<file path="src/rtl/pcc_pkg.sv">
// Purpose: constants for the loop-cap and second-synth control block
// Assumes: AXI4-Lite register access, 32-bit data, byte addresses
// Notes: register indices are kept; byte address is four times the index
package pcc_pkg;
	// ==========================================================
	// register map
	localparam logic [7:0] PCC_IDX_LF_CAP = 8'h46; // loop_filter_cap_three
	localparam logic [7:0] PCC_IDX_SYNTH2 = 8'h47; // second_synth_control_zero
	localparam logic [9:0] PCC_ADDR_LF_CAP = {PCC_IDX_LF_CAP, 2'h0};
	localparam logic [9:0] PCC_ADDR_SYNTH2 = {PCC_IDX_SYNTH2, 2'h0};
	localparam logic [9:0] PCC_ADDR_STATUS = 10'h200; // status word
	// ==========================================================
	// fields and reset values
	localparam int PCC_CAP_W = 3;
	localparam logic [2:0] PCC_CAP_RST = 3'h0;
	localparam logic [7:0] PCC_CAP_PF_STEP = 8'h05; // pF per code step
	localparam int PCC_POST_LSB = 2;
	localparam logic [2:0] PCC_POST_RST = 3'h7;
	localparam int PCC_RESYNC_BIT = 1;
	localparam logic PCC_RESYNC_RST = 1'b1;
	localparam int PCC_PDN_BIT = 0;
	localparam logic PCC_PDN_RST = 1'b0;
	localparam logic [3:0] PCC_POST_MIN_DIV = 4'h2;
	// ==========================================================
	// timing
	localparam int PCC_CLK_MHZ = 250;
	localparam int PCC_CAL_NS = 400; // calibration run time
	localparam int PCC_CAL_CYC = PCC_CAL_NS * PCC_CLK_MHZ / 1000;
	localparam logic [1:0] PCC_RESP_OKAY = 2'h0;
	localparam logic [1:0] PCC_RESP_SLVERR = 2'h2;
	typedef enum {PCC_CAL_OFF, PCC_CAL_RUN, PCC_CAL_DONE} pcc_cal_type;
endpackage : pcc_pkg

</file>
<file path="src/rtl/pcc_post_div.sv">
// Purpose: maps the post-divider code to its divide ratio
// Assumes: combinational, code is already registered
// Notes: codes 0 and 1 both give two
`timescale 1ns/1ps
`default_nettype none
module pcc_post_div
	import pcc_pkg::*;
(
	input wire logic [2:0] code_i,
	output logic [3:0] ratio_o
);
	// ==========================================================
	// decode
	wire logic low_code = (code_i < 3'h2); // clamp for 0 and 1
	assign ratio_o = low_code ? PCC_POST_MIN_DIV :
		4'({1'b0, code_i} + 4'h1);
endmodule : pcc_post_div
`default_nettype wire

</file>
<file path="src/rtl/pcc_top.sv">
// Purpose: loop-cap code and second synthesizer control registers
// Assumes: single clock, AXI4-Lite slave, one access of each kind at once
// Notes: synth enable and calibration run are outputs to analog logic
// Overview of operation
// - three-bit cap code, reset zero, 5pF steps
// - post-divider field bits 4:2, reset seven
// - codes 0,1 divide two; 2..7 three..eight
// - resync bit gates SYNC to synth channels
// - powerdown bit gates enable and calibrate after reset
// - powerdown set disables synth, resets calibration
// - powerdown clear re-enables, restarts calibration
`timescale 1ns/1ps
`default_nettype none
module pcc_top
	import pcc_pkg::*;
(
	input wire logic clk_i,
	input wire logic rst_b_i,
	input wire logic [9:0] s_axi_awaddr,
	input wire logic s_axi_awvalid,
	output logic s_axi_awready,
	input wire logic [31:0] s_axi_wdata,
	input wire logic [3:0] s_axi_wstrb,
	input wire logic s_axi_wvalid,
	output logic s_axi_wready,
	output logic [1:0] s_axi_bresp,
	output logic s_axi_bvalid,
	input wire logic s_axi_bready,
	input wire logic [9:0] s_axi_araddr,
	input wire logic s_axi_arvalid,
	output logic s_axi_arready,
	output logic [31:0] s_axi_rdata,
	output logic [1:0] s_axi_rresp,
	output logic s_axi_rvalid,
	input wire logic s_axi_rready,
	input wire logic sync_i,
	output logic [2:0] loop_filter_cap_three_code_o,
	output logic [7:0] cap_pf_o,
	output logic [3:0] post_ratio_o,
	output logic synth_enable_o,
	output logic cal_reset_o,
	output logic cal_start_o,
	output logic synth_resync_o
);
	// ==========================================================
	// register state
	logic [2:0] cap_q; // loop filter cap code
	logic [2:0] post_q; // post-divider code
	logic resync_q; // resync enable
	logic pdn_q; // power-down
	logic pdn_prev_q; // last cycle's power-down
	logic boot_q; // high once reset released
	pcc_cal_type cal_q; // calibration state
	logic [15:0] cal_cnt_q; // calibration run counter
	// write channel holding
	logic aw_have_q;
	logic w_have_q;
	logic [9:0] aw_addr_q;
	logic [31:0] w_data_q;
	logic [3:0] w_strb_q;
	logic bvalid_q;
	logic [1:0] bresp_q;
	logic rvalid_q;
	logic [31:0] rdata_q;
	logic [1:0] rresp_q;
	logic [3:0] ratio_q;
	logic en_q;
	logic calrst_q;
	logic calst_q;
	logic resync_out_q;
	logic aw_rdy_q; // write address ready, decided one edge ahead
	logic w_rdy_q; // write data ready
	logic ar_rdy_q; // read address ready
	logic [7:0] cap_pf_q; // capacitance in pF, kept beside the code

	// ==========================================================
	// write path decode
	wire logic aw_take = s_axi_awvalid && aw_rdy_q;
	wire logic w_take = s_axi_wvalid && w_rdy_q;
	wire logic wr_go = aw_have_q && w_have_q && !bvalid_q;
	wire logic wr_cap = wr_go && aw_addr_q == PCC_ADDR_LF_CAP;
	wire logic wr_syn = wr_go && aw_addr_q == PCC_ADDR_SYNTH2;
	wire logic wr_ok = wr_cap || wr_syn;
	wire logic lane0 = w_strb_q[0]; // fields live in byte 0 only
	// reserved bits are held in w_data_q but never reach a config flop
	wire logic [2:0] cap_d = (wr_cap && lane0) ?
		w_data_q[2:0] : cap_q;
	wire logic [2:0] post_d = (wr_syn && lane0) ?
		w_data_q[PCC_POST_LSB +: 3] : post_q;
	wire logic resync_d = (wr_syn && lane0) ?
		w_data_q[PCC_RESYNC_BIT] : resync_q;
	wire logic pdn_d = (wr_syn && lane0) ?
		w_data_q[PCC_PDN_BIT] : pdn_q;

	// ==========================================================
	// read path decode
	wire logic ar_take = s_axi_arvalid && ar_rdy_q;
	wire logic [31:0] rd_cap = {29'h0, cap_q};
	wire logic [31:0] rd_syn = {27'h0, post_q, resync_q, pdn_q};
	wire logic [31:0] rd_sts = {28'h0, ratio_q == 4'h0 ? 1'b0 : 1'b1,
		cal_q == PCC_CAL_DONE, cal_q == PCC_CAL_RUN, en_q};
	wire logic rd_hit_cap = s_axi_araddr == PCC_ADDR_LF_CAP;
	wire logic rd_hit_syn = s_axi_araddr == PCC_ADDR_SYNTH2;
	wire logic rd_hit_sts = s_axi_araddr == PCC_ADDR_STATUS;
	wire logic rd_hit = rd_hit_cap || rd_hit_syn || rd_hit_sts;
	wire logic [31:0] rd_word = rd_hit_cap ? rd_cap :
		rd_hit_syn ? rd_syn : rd_hit_sts ? rd_sts : 32'h0;

	// ==========================================================
	// channel state one edge ahead
	// readies are flops, so they must see the state they will guard
	wire logic aw_have_d = !wr_go && (aw_have_q || aw_take);
	wire logic w_have_d = !wr_go && (w_have_q || w_take);
	wire logic bvalid_d = wr_go || (bvalid_q && !s_axi_bready);
	wire logic rvalid_d = ar_take || (rvalid_q && !s_axi_rready);

	// ==========================================================
	// calibration control
	// power-down rising resets calibration, falling restarts it
	wire logic pdn_fall = pdn_prev_q && !pdn_q;
	wire logic cal_kick = (!boot_q && !pdn_q) || pdn_fall;
	wire logic cal_end = cal_q == PCC_CAL_RUN &&
		cal_cnt_q == 16'(PCC_CAL_CYC - 1);
	wire logic [3:0] ratio_w;

	pcc_post_div u_post (
		.code_i(post_q),
		.ratio_o(ratio_w)
	);

	// ==========================================================
	// axi write handshake flops
	always_ff @(posedge clk_i or negedge rst_b_i) begin
		if (!rst_b_i) begin
			aw_have_q <= 1'b0;
			w_have_q <= 1'b0;
			aw_addr_q <= 10'h000;
			w_data_q <= 32'h00000000;
			w_strb_q <= 4'h0;
			bvalid_q <= 1'b0;
			bresp_q <= PCC_RESP_OKAY;
		end else begin
			if (aw_take) begin
				aw_have_q <= 1'b1;
				aw_addr_q <= s_axi_awaddr;
			end
			if (w_take) begin
				w_have_q <= 1'b1;
				w_data_q <= s_axi_wdata;
				w_strb_q <= s_axi_wstrb;
			end
			if (wr_go) begin // both halves present: answer
				aw_have_q <= 1'b0;
				w_have_q <= 1'b0;
				bvalid_q <= 1'b1;
				bresp_q <= wr_ok ? PCC_RESP_OKAY : PCC_RESP_SLVERR;
			end else if (bvalid_q && s_axi_bready) begin
				bvalid_q <= 1'b0;
			end
		end
	end

	// ==========================================================
	// axi read flops
	always_ff @(posedge clk_i or negedge rst_b_i) begin
		if (!rst_b_i) begin
			rvalid_q <= 1'b0;
			rdata_q <= 32'h00000000;
			rresp_q <= PCC_RESP_OKAY;
		end else if (ar_take) begin
			rvalid_q <= 1'b1;
			rdata_q <= rd_word;
			rresp_q <= rd_hit ? PCC_RESP_OKAY : PCC_RESP_SLVERR;
		end else if (rvalid_q && s_axi_rready) begin
			rvalid_q <= 1'b0;
		end
	end

	// ==========================================================
	// ready flops
	// closed during reset; they open one edge after release
	always_ff @(posedge clk_i or negedge rst_b_i) begin
		if (!rst_b_i) begin
			aw_rdy_q <= 1'b0;
			w_rdy_q <= 1'b0;
			ar_rdy_q <= 1'b0;
		end else begin
			aw_rdy_q <= !aw_have_d && !bvalid_d; // one address held
			w_rdy_q <= !w_have_d && !bvalid_d; // one data word held
			ar_rdy_q <= !rvalid_d; // one read under way
		end
	end

	// ==========================================================
	// configuration registers
	always_ff @(posedge clk_i or negedge rst_b_i) begin
		if (!rst_b_i) begin
			cap_q <= PCC_CAP_RST;
			cap_pf_q <= 8'h00;
			post_q <= PCC_POST_RST;
			resync_q <= PCC_RESYNC_RST;
			pdn_q <= PCC_PDN_RST;
			pdn_prev_q <= PCC_PDN_RST;
		end else begin
			cap_q <= cap_d;
			cap_pf_q <= 8'(cap_d * PCC_CAP_PF_STEP);
			post_q <= post_d;
			resync_q <= resync_d;
			pdn_q <= pdn_d;
			pdn_prev_q <= pdn_q;
		end
	end

	// ==========================================================
	// calibration sequencer
	// runs once after reset release unless powered down
	always_ff @(posedge clk_i or negedge rst_b_i) begin
		if (!rst_b_i) begin
			boot_q <= 1'b0;
			cal_q <= PCC_CAL_OFF;
			cal_cnt_q <= 16'h0000;
		end else begin
			boot_q <= 1'b1;
			if (pdn_q) begin // held in reset while down
				cal_q <= PCC_CAL_OFF;
				cal_cnt_q <= 16'h0000;
			end else if (cal_kick) begin
				cal_q <= PCC_CAL_RUN;
				cal_cnt_q <= 16'h0000;
			end else begin
				case (cal_q)
					PCC_CAL_RUN: begin
						cal_cnt_q <= cal_cnt_q + 16'h0001;
						if (cal_end) begin
							cal_q <= PCC_CAL_DONE;
						end
					end
					PCC_CAL_DONE: cal_q <= PCC_CAL_DONE;
					PCC_CAL_OFF: cal_q <= PCC_CAL_OFF;
					default: cal_q <= PCC_CAL_OFF;
				endcase
			end
		end
	end

	// ==========================================================
	// registered outputs
	always_ff @(posedge clk_i or negedge rst_b_i) begin
		if (!rst_b_i) begin
			ratio_q <= 4'h0;
			en_q <= 1'b0;
			calrst_q <= 1'b1;
			calst_q <= 1'b0;
			resync_out_q <= 1'b0;
		end else begin
			ratio_q <= ratio_w;
			en_q <= !pdn_q;
			calrst_q <= pdn_q;
			calst_q <= cal_kick && !pdn_q;
			resync_out_q <= sync_i && resync_q;
		end
	end

	assign s_axi_awready = aw_rdy_q;
	assign s_axi_wready = w_rdy_q;
	assign s_axi_bvalid = bvalid_q;
	assign s_axi_bresp = bresp_q;
	assign s_axi_arready = ar_rdy_q;
	assign s_axi_rvalid = rvalid_q;
	assign s_axi_rdata = rdata_q;
	assign s_axi_rresp = rresp_q;
	assign loop_filter_cap_three_code_o = cap_q;
	// capacitance in pF, five per code step
	assign cap_pf_o = cap_pf_q;
	assign post_ratio_o = ratio_q;
	assign synth_enable_o = en_q;
	assign cal_reset_o = calrst_q;
	assign cal_start_o = calst_q;
	assign synth_resync_o = resync_out_q;
endmodule : pcc_top
`default_nettype wire

</file>
<file path="config.mk">
export PLATFORM = sky130hd
export DESIGN_NAME = pcc_top
export DESIGN_NICKNAME = d
export VERILOG_FILES = /design/src/rtl/pcc_pkg.sv /design/src/rtl/pcc_post_div.sv /design/src/rtl/pcc_top.sv
export SDC_FILE = /design/constraint.sdc
export NUM_CORES = 1
export LEC_CHECK = 0
export BUFFER_PORTS_ARGS = -buffer_cell sky130_fd_sc_hd__buf_2
export CAP_MARGIN = 20
export CORE_UTILIZATION = 49
export DETAILED_ROUTE_END_ITERATION = 12
export GPL_ROUTABILITY_DRIVEN = 0
export PLACE_DENSITY = 0.83
export SYNTH_ARGS = -nofsm -noshare
export SYNTH_HDL_FRONTEND = slang
export SYNTH_HIERARCHICAL = 1
export SYNTH_SLANG_ARGS = --single-unit
</file>
<file path="constraint.sdc">
create_clock -name clk_i -period 2.7 [get_ports clk_i]
set_clock_uncertainty 0.15 [all_clocks]
set_input_delay 0.675 -clock clk_i [delete_from_list [all_inputs] [get_ports clk_i]]
set_output_delay 0.675 -clock clk_i [all_outputs]
set_load 0.005 [all_outputs]
</file>
### After elaboration in Yosys (flattened, before gate mapping)

Cells that the tools add are included.
Widths: inputs -> output; s select.

| operators by class | value |
|---|---|
| equal/unequal tests | 11 |
| $lt $le $gt $ge | 1 |
| multiplexer cells | 23 |
| reductions and logical operators | 46 |
| add/sub/neg operators | 2 |
| multipliers | 1 |

Operator list:

| operator | count |
|---|---|
| $mux 32 | 3 |
| $eq 32x2->1 const B | 2 |
| $pmux 32 s2 | 1 |
| $mux 16 | 3 |
| $eq 10x9->1 const B | 4 |
| $eq 32x1->1 const B | 1 |
| $eq 32x3->1 const B | 1 |
| $logic_and 1x1->1 | 22 |
| $add 16x1->16 const B | 1 |
| $eq 16x7->1 const B | 1 |
| $eq 10x10->1 const B | 1 |
| $logic_not 1->1 | 10 |
| $mux 5 | 2 |
| $mux 1 | 9 |
| $logic_or 1x1->1 | 8 |
| $mux 4 | 2 |
| $reduce_bool 2->1 | 4 |
| $mul 3x3->6 const B | 1 |
| $add 3x1->4 const B | 1 |
| $logic_not 4->1 | 1 |
| $mux 2 | 2 |
| $ne 4x4->1 const B | 1 |
| $lt 3x2->1 const B | 1 |
| $mux 3 | 1 |
| $reduce_bool 3->1 | 1 |

| word-level totals | value |
|---|---|
| output and inout port bits | 60 |
| word-level logic and storage cells | 111 |
| input bits | 64 |
| flip-flop bits (word level) | 131 |

### Logic depth before layout (Yosys ltp)

Gate-level depths: netlist (run 1).

| depth | value |
|---|---|
| word-level depth | 6 |
| depth in mapped cells | 7 |
| mapped depth without buffers | 7 |

### Cells and area by module

Netlist (run 1), hierarchy kept.

By module, submodules not included:

| module | instances | seq. area each (um^2) | area an instance (um^2) | cells an instance |
|---|---|---|---|---|
| pcc_top | 1 | 1,757.9 | 3,173.0 | 272 |
| pcc_post_div | 1 | 0.0 | 47.5 | 7 |

### Worst setup path before layout (run 1)

No wires, ideal clock.

| path | value |
|---|---|
| kind | register -> register |
| start | reg aw_addr_q[1] |
| end | reg cap_pf_q[4], in the netlist cap_pf_o[4] |
| stages on the path, launching flop included | 8 |
| path buffers | 0 |
| path slack | 0.390 ns |
| arrival | 2.035 ns |
| clock period less this slack | 2.310 ns |
| setup time | 0.126 ns |
| required time | 2.424 ns |
| cell sequence | dfrtp_1 -> nor4b_1 -> and4_1 -> and3b_1 -> mux2_2 -> ha_1 -> ha_1 -> ha_1 |

| between the ends | value |
|---|---|
| longest elaborated chain between the ends | 5 |

Ends and longest elaborated chain:

| item | line | text |
|---|---|---|
| start: declaration | pcc_top.sv:58 | `logic [9:0] aw_addr_q;` |
| start signal: assignment | pcc_top.sv:145 | `aw_addr_q <= s_axi_awaddr;` |
| $eq 10x9->1 | pcc_top.sv:81 | `wire logic wr_cap = wr_go && aw_addr_q == PCC_ADDR_LF_CAP;` |
| $logic_and 1x1->1 | pcc_top.sv:81 |  |
| $logic_and 1x1->1 | pcc_top.sv:86 | `wire logic [2:0] cap_d = (wr_cap && lane0) ?` |
| $mux 3 | pcc_top.sv:86 |  |
| named net cap_d[2] | pcc_top.sv:86 |  |
| $mul 3x3->6 | pcc_top.sv:206 | `cap_pf_q <= 8'(cap_d * PCC_CAP_PF_STEP);` |
| end signal: assignment | pcc_top.sv:206 |  |
| end: declaration | pcc_top.sv:74 | `logic [7:0] cap_pf_q;` |

The timed path passes the listed nets, and every way through them passes these cells.
A chain may end at the register's enable or synchronous reset.

### Final worst setup path (run 1)

Same ends and word-level chain as after synthesis.

==> impl_metrics.py, run 1 <==
metrics = {
    "min_path": {
        "hp-class": "primary input to async pin",
    },
    "clock_network": {
        "cts.clk_slew.worst_paths_ps": 70,
        "cts_tree": "done",
        "cts_made_buffers": 9,
        "clock_latency_ps": 350,
        "cts-resized-gates": 0,
        "hold_buffers": 0,
        "htree_levels": 3,
        "cts_setup_buffers": 0,
        "clk_path_buf_depth": 2,
        "cts.sinks": 70,
        "root_buffer": "clkbuf_8",
    },
    "die": {
        "rows": 29,
        "die_h_microns": 83.07,
        "initial_utilization_pct": 50.72,
        "die-area_sq_um": 6901,
        "core_sq_um": 6350,
        "fp.dieW_microns": 83.07,
        "io-pin-count": 124,
    },
    "grt": {
        "antenna_found_initial": 0,
        "grt_usage_pct": 18.57,
        "grt_pass1_wl_microns": 10040,
        "grt_overflow": 0,
        "grt_pass1_vias": 2173,
        "grt_max_degree": 71,
    },
    "route": {
        "drt_iter0_drc": 64,
        "drt_wl_total_microns": 5943,
        "drc": 0,
        "wl_per_cell_microns": 13.82,
        "firstDrtPassIters": 5,
        "viasPerCell": 5.198,
        "postRouteAntennaNets": 0,
        "vias": 2235,
    },
    "run_status": {
        "status": "complete, no violations",
    },
    "worst_setup_path": {
        "crit_chain": "nor4b_1, and4_1, and3b_1, mux2_2, ha_1, ha_1, ha_1",
        "critPathSlowestCell": "dfrtp_1",
        "reg2reg_depth": 7,
        "critical_path_arrival_ps": 2630,
        "critical-path-top-delay-family": "simple AND/OR/NAND/NOR gates",
        "timing.rr.end": "cap_pf_o[4]",
        "cp_data_required_time_ps": 2780,
        "startpoint_type": "flop",
        "rr_startpoint": "aw_addr_q[1]",
        "cp_max_fo": 3,
        "cp_common_cell": "ha_1",
        "path_class": "flop to flop",
        "r2r_slack_ps": 150,
        "endpoint_kind": "flop",
        "worst-path-buf-inv": 0,
        "slowest_delay_ps": 390,
    },
    "logic_synthesis": {
        "synthTopCellsByCount": "dfrtp_1, buf_4, mux2_2, nor2_1, nand2_1",
        "ys_types": 48,
        "yosysMostFrequentCell": "dfrtp_1",
        "synth_seq_cells": 70,
        "synthCells": 279,
        "seq_area_frac_synth_pct": 54.58,
        "synth_edf_count": 0,
        "yosys_warnings": 6,
        "synth_area_leaders": "dfrtp_1, buf_4, mux2_2",
        "ys_async_sr_fraction_pct": 100.0,
        "synth_area_sq_um": 3221,
        "synthFlopType": "dfrtp_1",
        "synth_top_area_share_pct": 50.51,
        "avgSynthCellArea_sq_um": 11.54,
        "synth_area_leader_cell": "dfrtp_1",
    },
    "power_and_ir_drop": {
        "peakVddDrop_uv": 471.5,
        "leakagePower_nw": 1.816,
        "power_density_nw_per_um2": 684.5,
    },
    "sta": {
        "relSlewSlack_pct": 60.65,
        "setup_viol": 0,
        "finalSetupTns_ps": 0,
        "finalHoldViolations": 0,
        "worst_pin_slew_ps": 585.4,
        "fmax_ghz": 0.3926,
        "layout_min_cycle_time_ps": 2547,
        "rsz0062_at_grt": "false",
        "min_period_over_period_pct": 94.34,
        "drv_slew": 0,
    },
    "flow_run": {
        "max_cap_violations": 0,
    },
    "layout": {
        "nets": 419,
        "area_growth_pct": 14.34,
        "n_antenna_cell": 0,
        "fin_area_sq_um": 3682,
        "drive_above_1_share_pct": 31.44,
    },
    "placement": {
        "io_buffers": 62,
        "place_area_sq_um": 3515,
        "dp_hpwl_microns": 4387,
    },
}
==> registers in the layout, indices dropped and copies added, names as in the netlist, 2 cells and up <==
| register | cells |
|---|---|
| cal_cnt_q | 16 |
| post_q | 3 |
| loop_filter_cap_three_code_o | 3 |
| cap_pf_o | 4 |
| cal_q | 2 |
| s_axi_rdata | 5 |
| post_ratio_o | 4 |
| w_data_q | 5 |
| aw_addr_q | 10 |
==> cell type report <==
cell class	count	area, sq um
inverter	10	37.54
tap	77	96.34
multi-input combinational	191	1270
clock inverter	6	40.04
sequential	70	1758
clock buffer	10	127.6
fill	543	2668
timing repair buffer	66	352.8
==> metal layers <==
layer | wire length [microns] | share of wire (%) | track usage [%] | up-vias
met5 | 0 | 0 | 0 | -
met4 | 59 | 0.99 | 4.702 | 0
met3 | 413 | 6.9 | 7.555 | 8
met2 | 3022 | 51 | 31.89 | 81
met1 | 2447 | 41 | 21.60 | 1089
li1 | - | - | - | 1057
==> worst register-to-register path: stages (launching register included) <==
cell and delay (ps):
dfrtp_1 390, nor4b_1 310, and4_1 280, and3b_1 250, mux2_2 390, ha_1 220, ha_1 180, ha_1 270
==> cell families after synthesis <==
logic type	share of synthesized area, %
other	0.2332
multiplexers	9.013
XOR/XNOR	2.991
AO/OA/AOI/OAI	5.245
AND/OR/NAND/NOR	15.73
flip-flops	54.58
buffers and inverters	9.479
adder cells (fa/ha/maj)	2.719
==> worst max-delay path by stage <==
stage	start	to	cells after the start
2_1_floorplan	aw_addr_q[1]	cap_pf_o[4]	7
3_3_place_gp	aw_addr_q[1]	cap_pf_o[4]	7
3_5_place_dp	aw_addr_q[1]	cap_pf_o[4]	7
4_1_cts	aw_addr_q[1]	cap_pf_o[4]	7
5_1_grt	aw_addr_q[1]	cap_pf_o[4]	7
6_report	aw_addr_q[1]	cap_pf_o[4]	7
==> power breakdown <==
group	leakage (nW)	switching [W]	internal [W]
clock	0.0860	0.000390	0.000331
sequential	0.877	0.000123	0.00124
combinational	0.853	0.000192	0.000242
==> stage by stage <==
stage / worst slack (ps) / power, W / util [%] / hold slack, ps / std cells
6_report: 152.7 / 0.002520 / 57.99 / 186.7 / 430
5_1_grt: 8.446 / 0.002664 / 57.99 / 200.4 / 430
4_1_cts: 121.6 / 0.002549 / 57.99 / 192.0 / 430
3_5_place_dp: 142.0 / 0.001822 / 55.35 / 299.5 / 414
3_3_place_gp: 176.7 / 0.001788 / 55.35 / 282.9 / 414
2_1_floorplan: 389.5 / 0.001671 / - / 229.4 / 309
==> cell usage in the layout, fill, tap and decap left out, drive strengths merged, types with 8 or more instances in the layout <==
cell    count
buf        66
a21oi       8
conb       32
mux2       24
nor2       18
nand2      15
inv        10
clkbuf     10
nor3       11
dfrtp      65
No activity file was read; power rests on OpenSTA's default activity.
==> inputs of run 2 (changes only) <==
- REMOVE_ABC_BUFFERS: unset -> 1
==> run 2 against run 1 <==
Against the previous run:
- fmax decreased by 0.45%
- core utilization increased by 0.43 points
- global-route usage decreased by 0.46 points
- sequential cell count unchanged
- combinational power decreased by 3%
- setup slack got worse by 12 ps
- non-clock buffer count unchanged
- cell count unchanged
- total power increased by 5.0%
- worst hold slack got worse by 23 ps
- sequential share of layout area decreased by 0.35 points
- critical path depth unchanged
- critical endpoint unchanged
==> impl_metrics.py, run 2 (same netlist as run 1, synthesis figures left out) <==
metrics = {
    "worst_setup_path": {
        "critical_path_arrival_ps": 2630,
        "worst-path-buf-inv": 0,
        "cp_data_required_time_ps": 2770,
        "cp_common_cell": "ha_1",
        "startpoint_type": "flop",
        "cp_max_fo": 3,
        "critPathSlowestCell": "mux2_2",
        "critical-path-top-delay-family": "simple AND/OR/NAND/NOR gates",
        "crit_chain": "nor4b_1, and4_1, and3b_1, mux2_2, ha_1, ha_1, ha_1",
        "path_class": "flop to flop",
        "slowest_delay_ps": 390,
        "endpoint_kind": "flop",
    },
    "placement": {
        "io_buffers": 62,
        "dp_slack_ps": 118.7,
        "dp_hpwl_microns": 4223,
    },
    "grt": {
        "grt_pass1_vias": 2137,
        "grt_overflow": 0,
        "grt_usage_pct": 18.11,
        "grt_max_degree": 50,
        "grt_pass1_wl_microns": 9956,
        "antenna_found_initial": 0,
    },
    "sta": {
        "rsz0062_at_grt": "false",
        "finalSetupTns_ps": 0,
        "min_period_over_period_pct": 94.77,
        "setup_viol": 0,
        "drv_slew": 0,
        "relSlewSlack_pct": 59.54,
        "layout_min_cycle_time_ps": 2559,
        "fmax_ghz": 0.3908,
        "worst_slack_ps": 141.1,
        "worst_pin_slew_ps": 607.0,
        "fin_hold_ws_ps": 164.0,
        "finalHoldViolations": 0,
    },
    "route": {
        "drt_wl_total_microns": 5677,
        "firstDrtPassIters": 6,
        "postRouteAntennaNets": 0,
        "vias": 2197,
        "drt_iter0_drc": 118,
        "wl_per_cell_microns": 13.20,
        "viasPerCell": 5.109,
        "drc": 0,
    },
    "die": {
        "io-pin-count": 124,
        "die_h_microns": 83.07,
        "initial_utilization_pct": 50.72,
        "fp.dieW_microns": 83.07,
        "core_sq_um": 6350,
        "rows": 29,
        "die-area_sq_um": 6901,
    },
    "clock_network": {
        "clk_path_buf_depth": 2,
        "clock_latency_ps": 340,
        "cts.sinks": 70,
        "root_buffer": "clkbuf_8",
        "cts-resized-gates": 0,
        "cts_made_buffers": 9,
        "cts_setup_buffers": 0,
        "hold_buffers": 0,
        "cts.clk_slew.worst_paths_ps": 80,
        "cts_tree": "done",
        "htree_levels": 3,
    },
    "layout": {
        "nFillCells": 530,
        "reg_top3": "cal_cnt_q: 16 flops, aw_addr_q: 10 flops",
        "layout_common_cells": "dfrtp_1, buf_2, conb_1",
        "drive_above_1_share_pct": 31.73,
        "utilization_pct": 58.42,
        "area_growth_pct": 15.19,
        "final_common_cell": "dfrtp_1",
        "n_antenna_cell": 0,
        "largest_reg_flops": 16,
        "top_register": "cal_cnt_q",
        "nets": 419,
    },
    "power_and_ir_drop": {
        "leakagePower_nw": 1.832,
        "peakVddDrop_uv": 723.1,
        "power_density_nw_per_um2": 713.0,
    },
    "run_status": {
        "status": "complete, no violations",
    },
    "flow_run": {
        "max_cap_violations": 0,
    },
    "min_path": {
        "hp-class": "primary input to async pin",
    },
}
==> run 2: changes by cell type in the layout (fill, tap and decap cells not counted), sizes merged <==
cell	previous run	this run
bufinv	0	1
clkinv	5	4
clkinvlp	1	0
inv	10	11
==> run 2: power breakdown <==
group / switching, W / internal, W
Clock: 0.000406 / 0.000458
Sequential: 0.000115 / 0.00124
Combinational: 0.000189 / 0.000235
Total: 0.000710 / 0.00193
==> run 2: final timing paths <==
kind / startpoint / endpoint / slack [ps] / depth (start not counted)
max: aw_addr_q[1] / cap_pf_o[4] / 140 / 7
min: rst_b_i / aw_addr_q[5] / 160 / 2
max in group asynchronous: rst_b_i / post_ratio_o[2] / 1690 / 2
max reg2reg: aw_addr_q[1] / cap_pf_o[4] / 140 / 7
min in group clk_i: pdn_q / cal_reset_o / 310 / 0
min reg2reg: pdn_q / cal_reset_o / 310 / 0
==> run 2: routing by layer <==
layer  vias up  global-route usage [%]  share of wire [%]
li1       1053                       -                  -
met5         -                       0                  0
met2        77                   30.25                 50
met3         4                   6.461                5.5
met4         0                   4.232               0.60
met1      1063                   22.57                 44
==> run 2: final cells by class <==
| class | instances | area, sq um | share of cell area (%) |
|---|---|---|---|
| timing repair buffer | 66 | 340.3 | 9.174 |
| tap | 77 | 96.34 | 2.597 |
| clock buffer | 10 | 137.6 | 3.710 |
| inverter | 10 | 37.54 | 1.012 |
| multi-input combinational | 191 | 1270 | 34.23 |
| clock inverter | 6 | 70.07 | 1.889 |
| sequential | 70 | 1758 | 47.39 |
==> run 2: stage by stage <==
| step | cell area, sq um | cells | total power, W |
|---|---|---|---|
| floorplan | 3065 | 271 | 0.001634 |
| finish | 3710 | 430 | 0.002645 |
| global placement | 3502 | 414 | 0.001779 |
| detailed placement | 3502 | 414 | 0.001812 |
| CTS | 3710 | 430 | 0.002676 |
| global route | 3710 | 430 | 0.002785 |
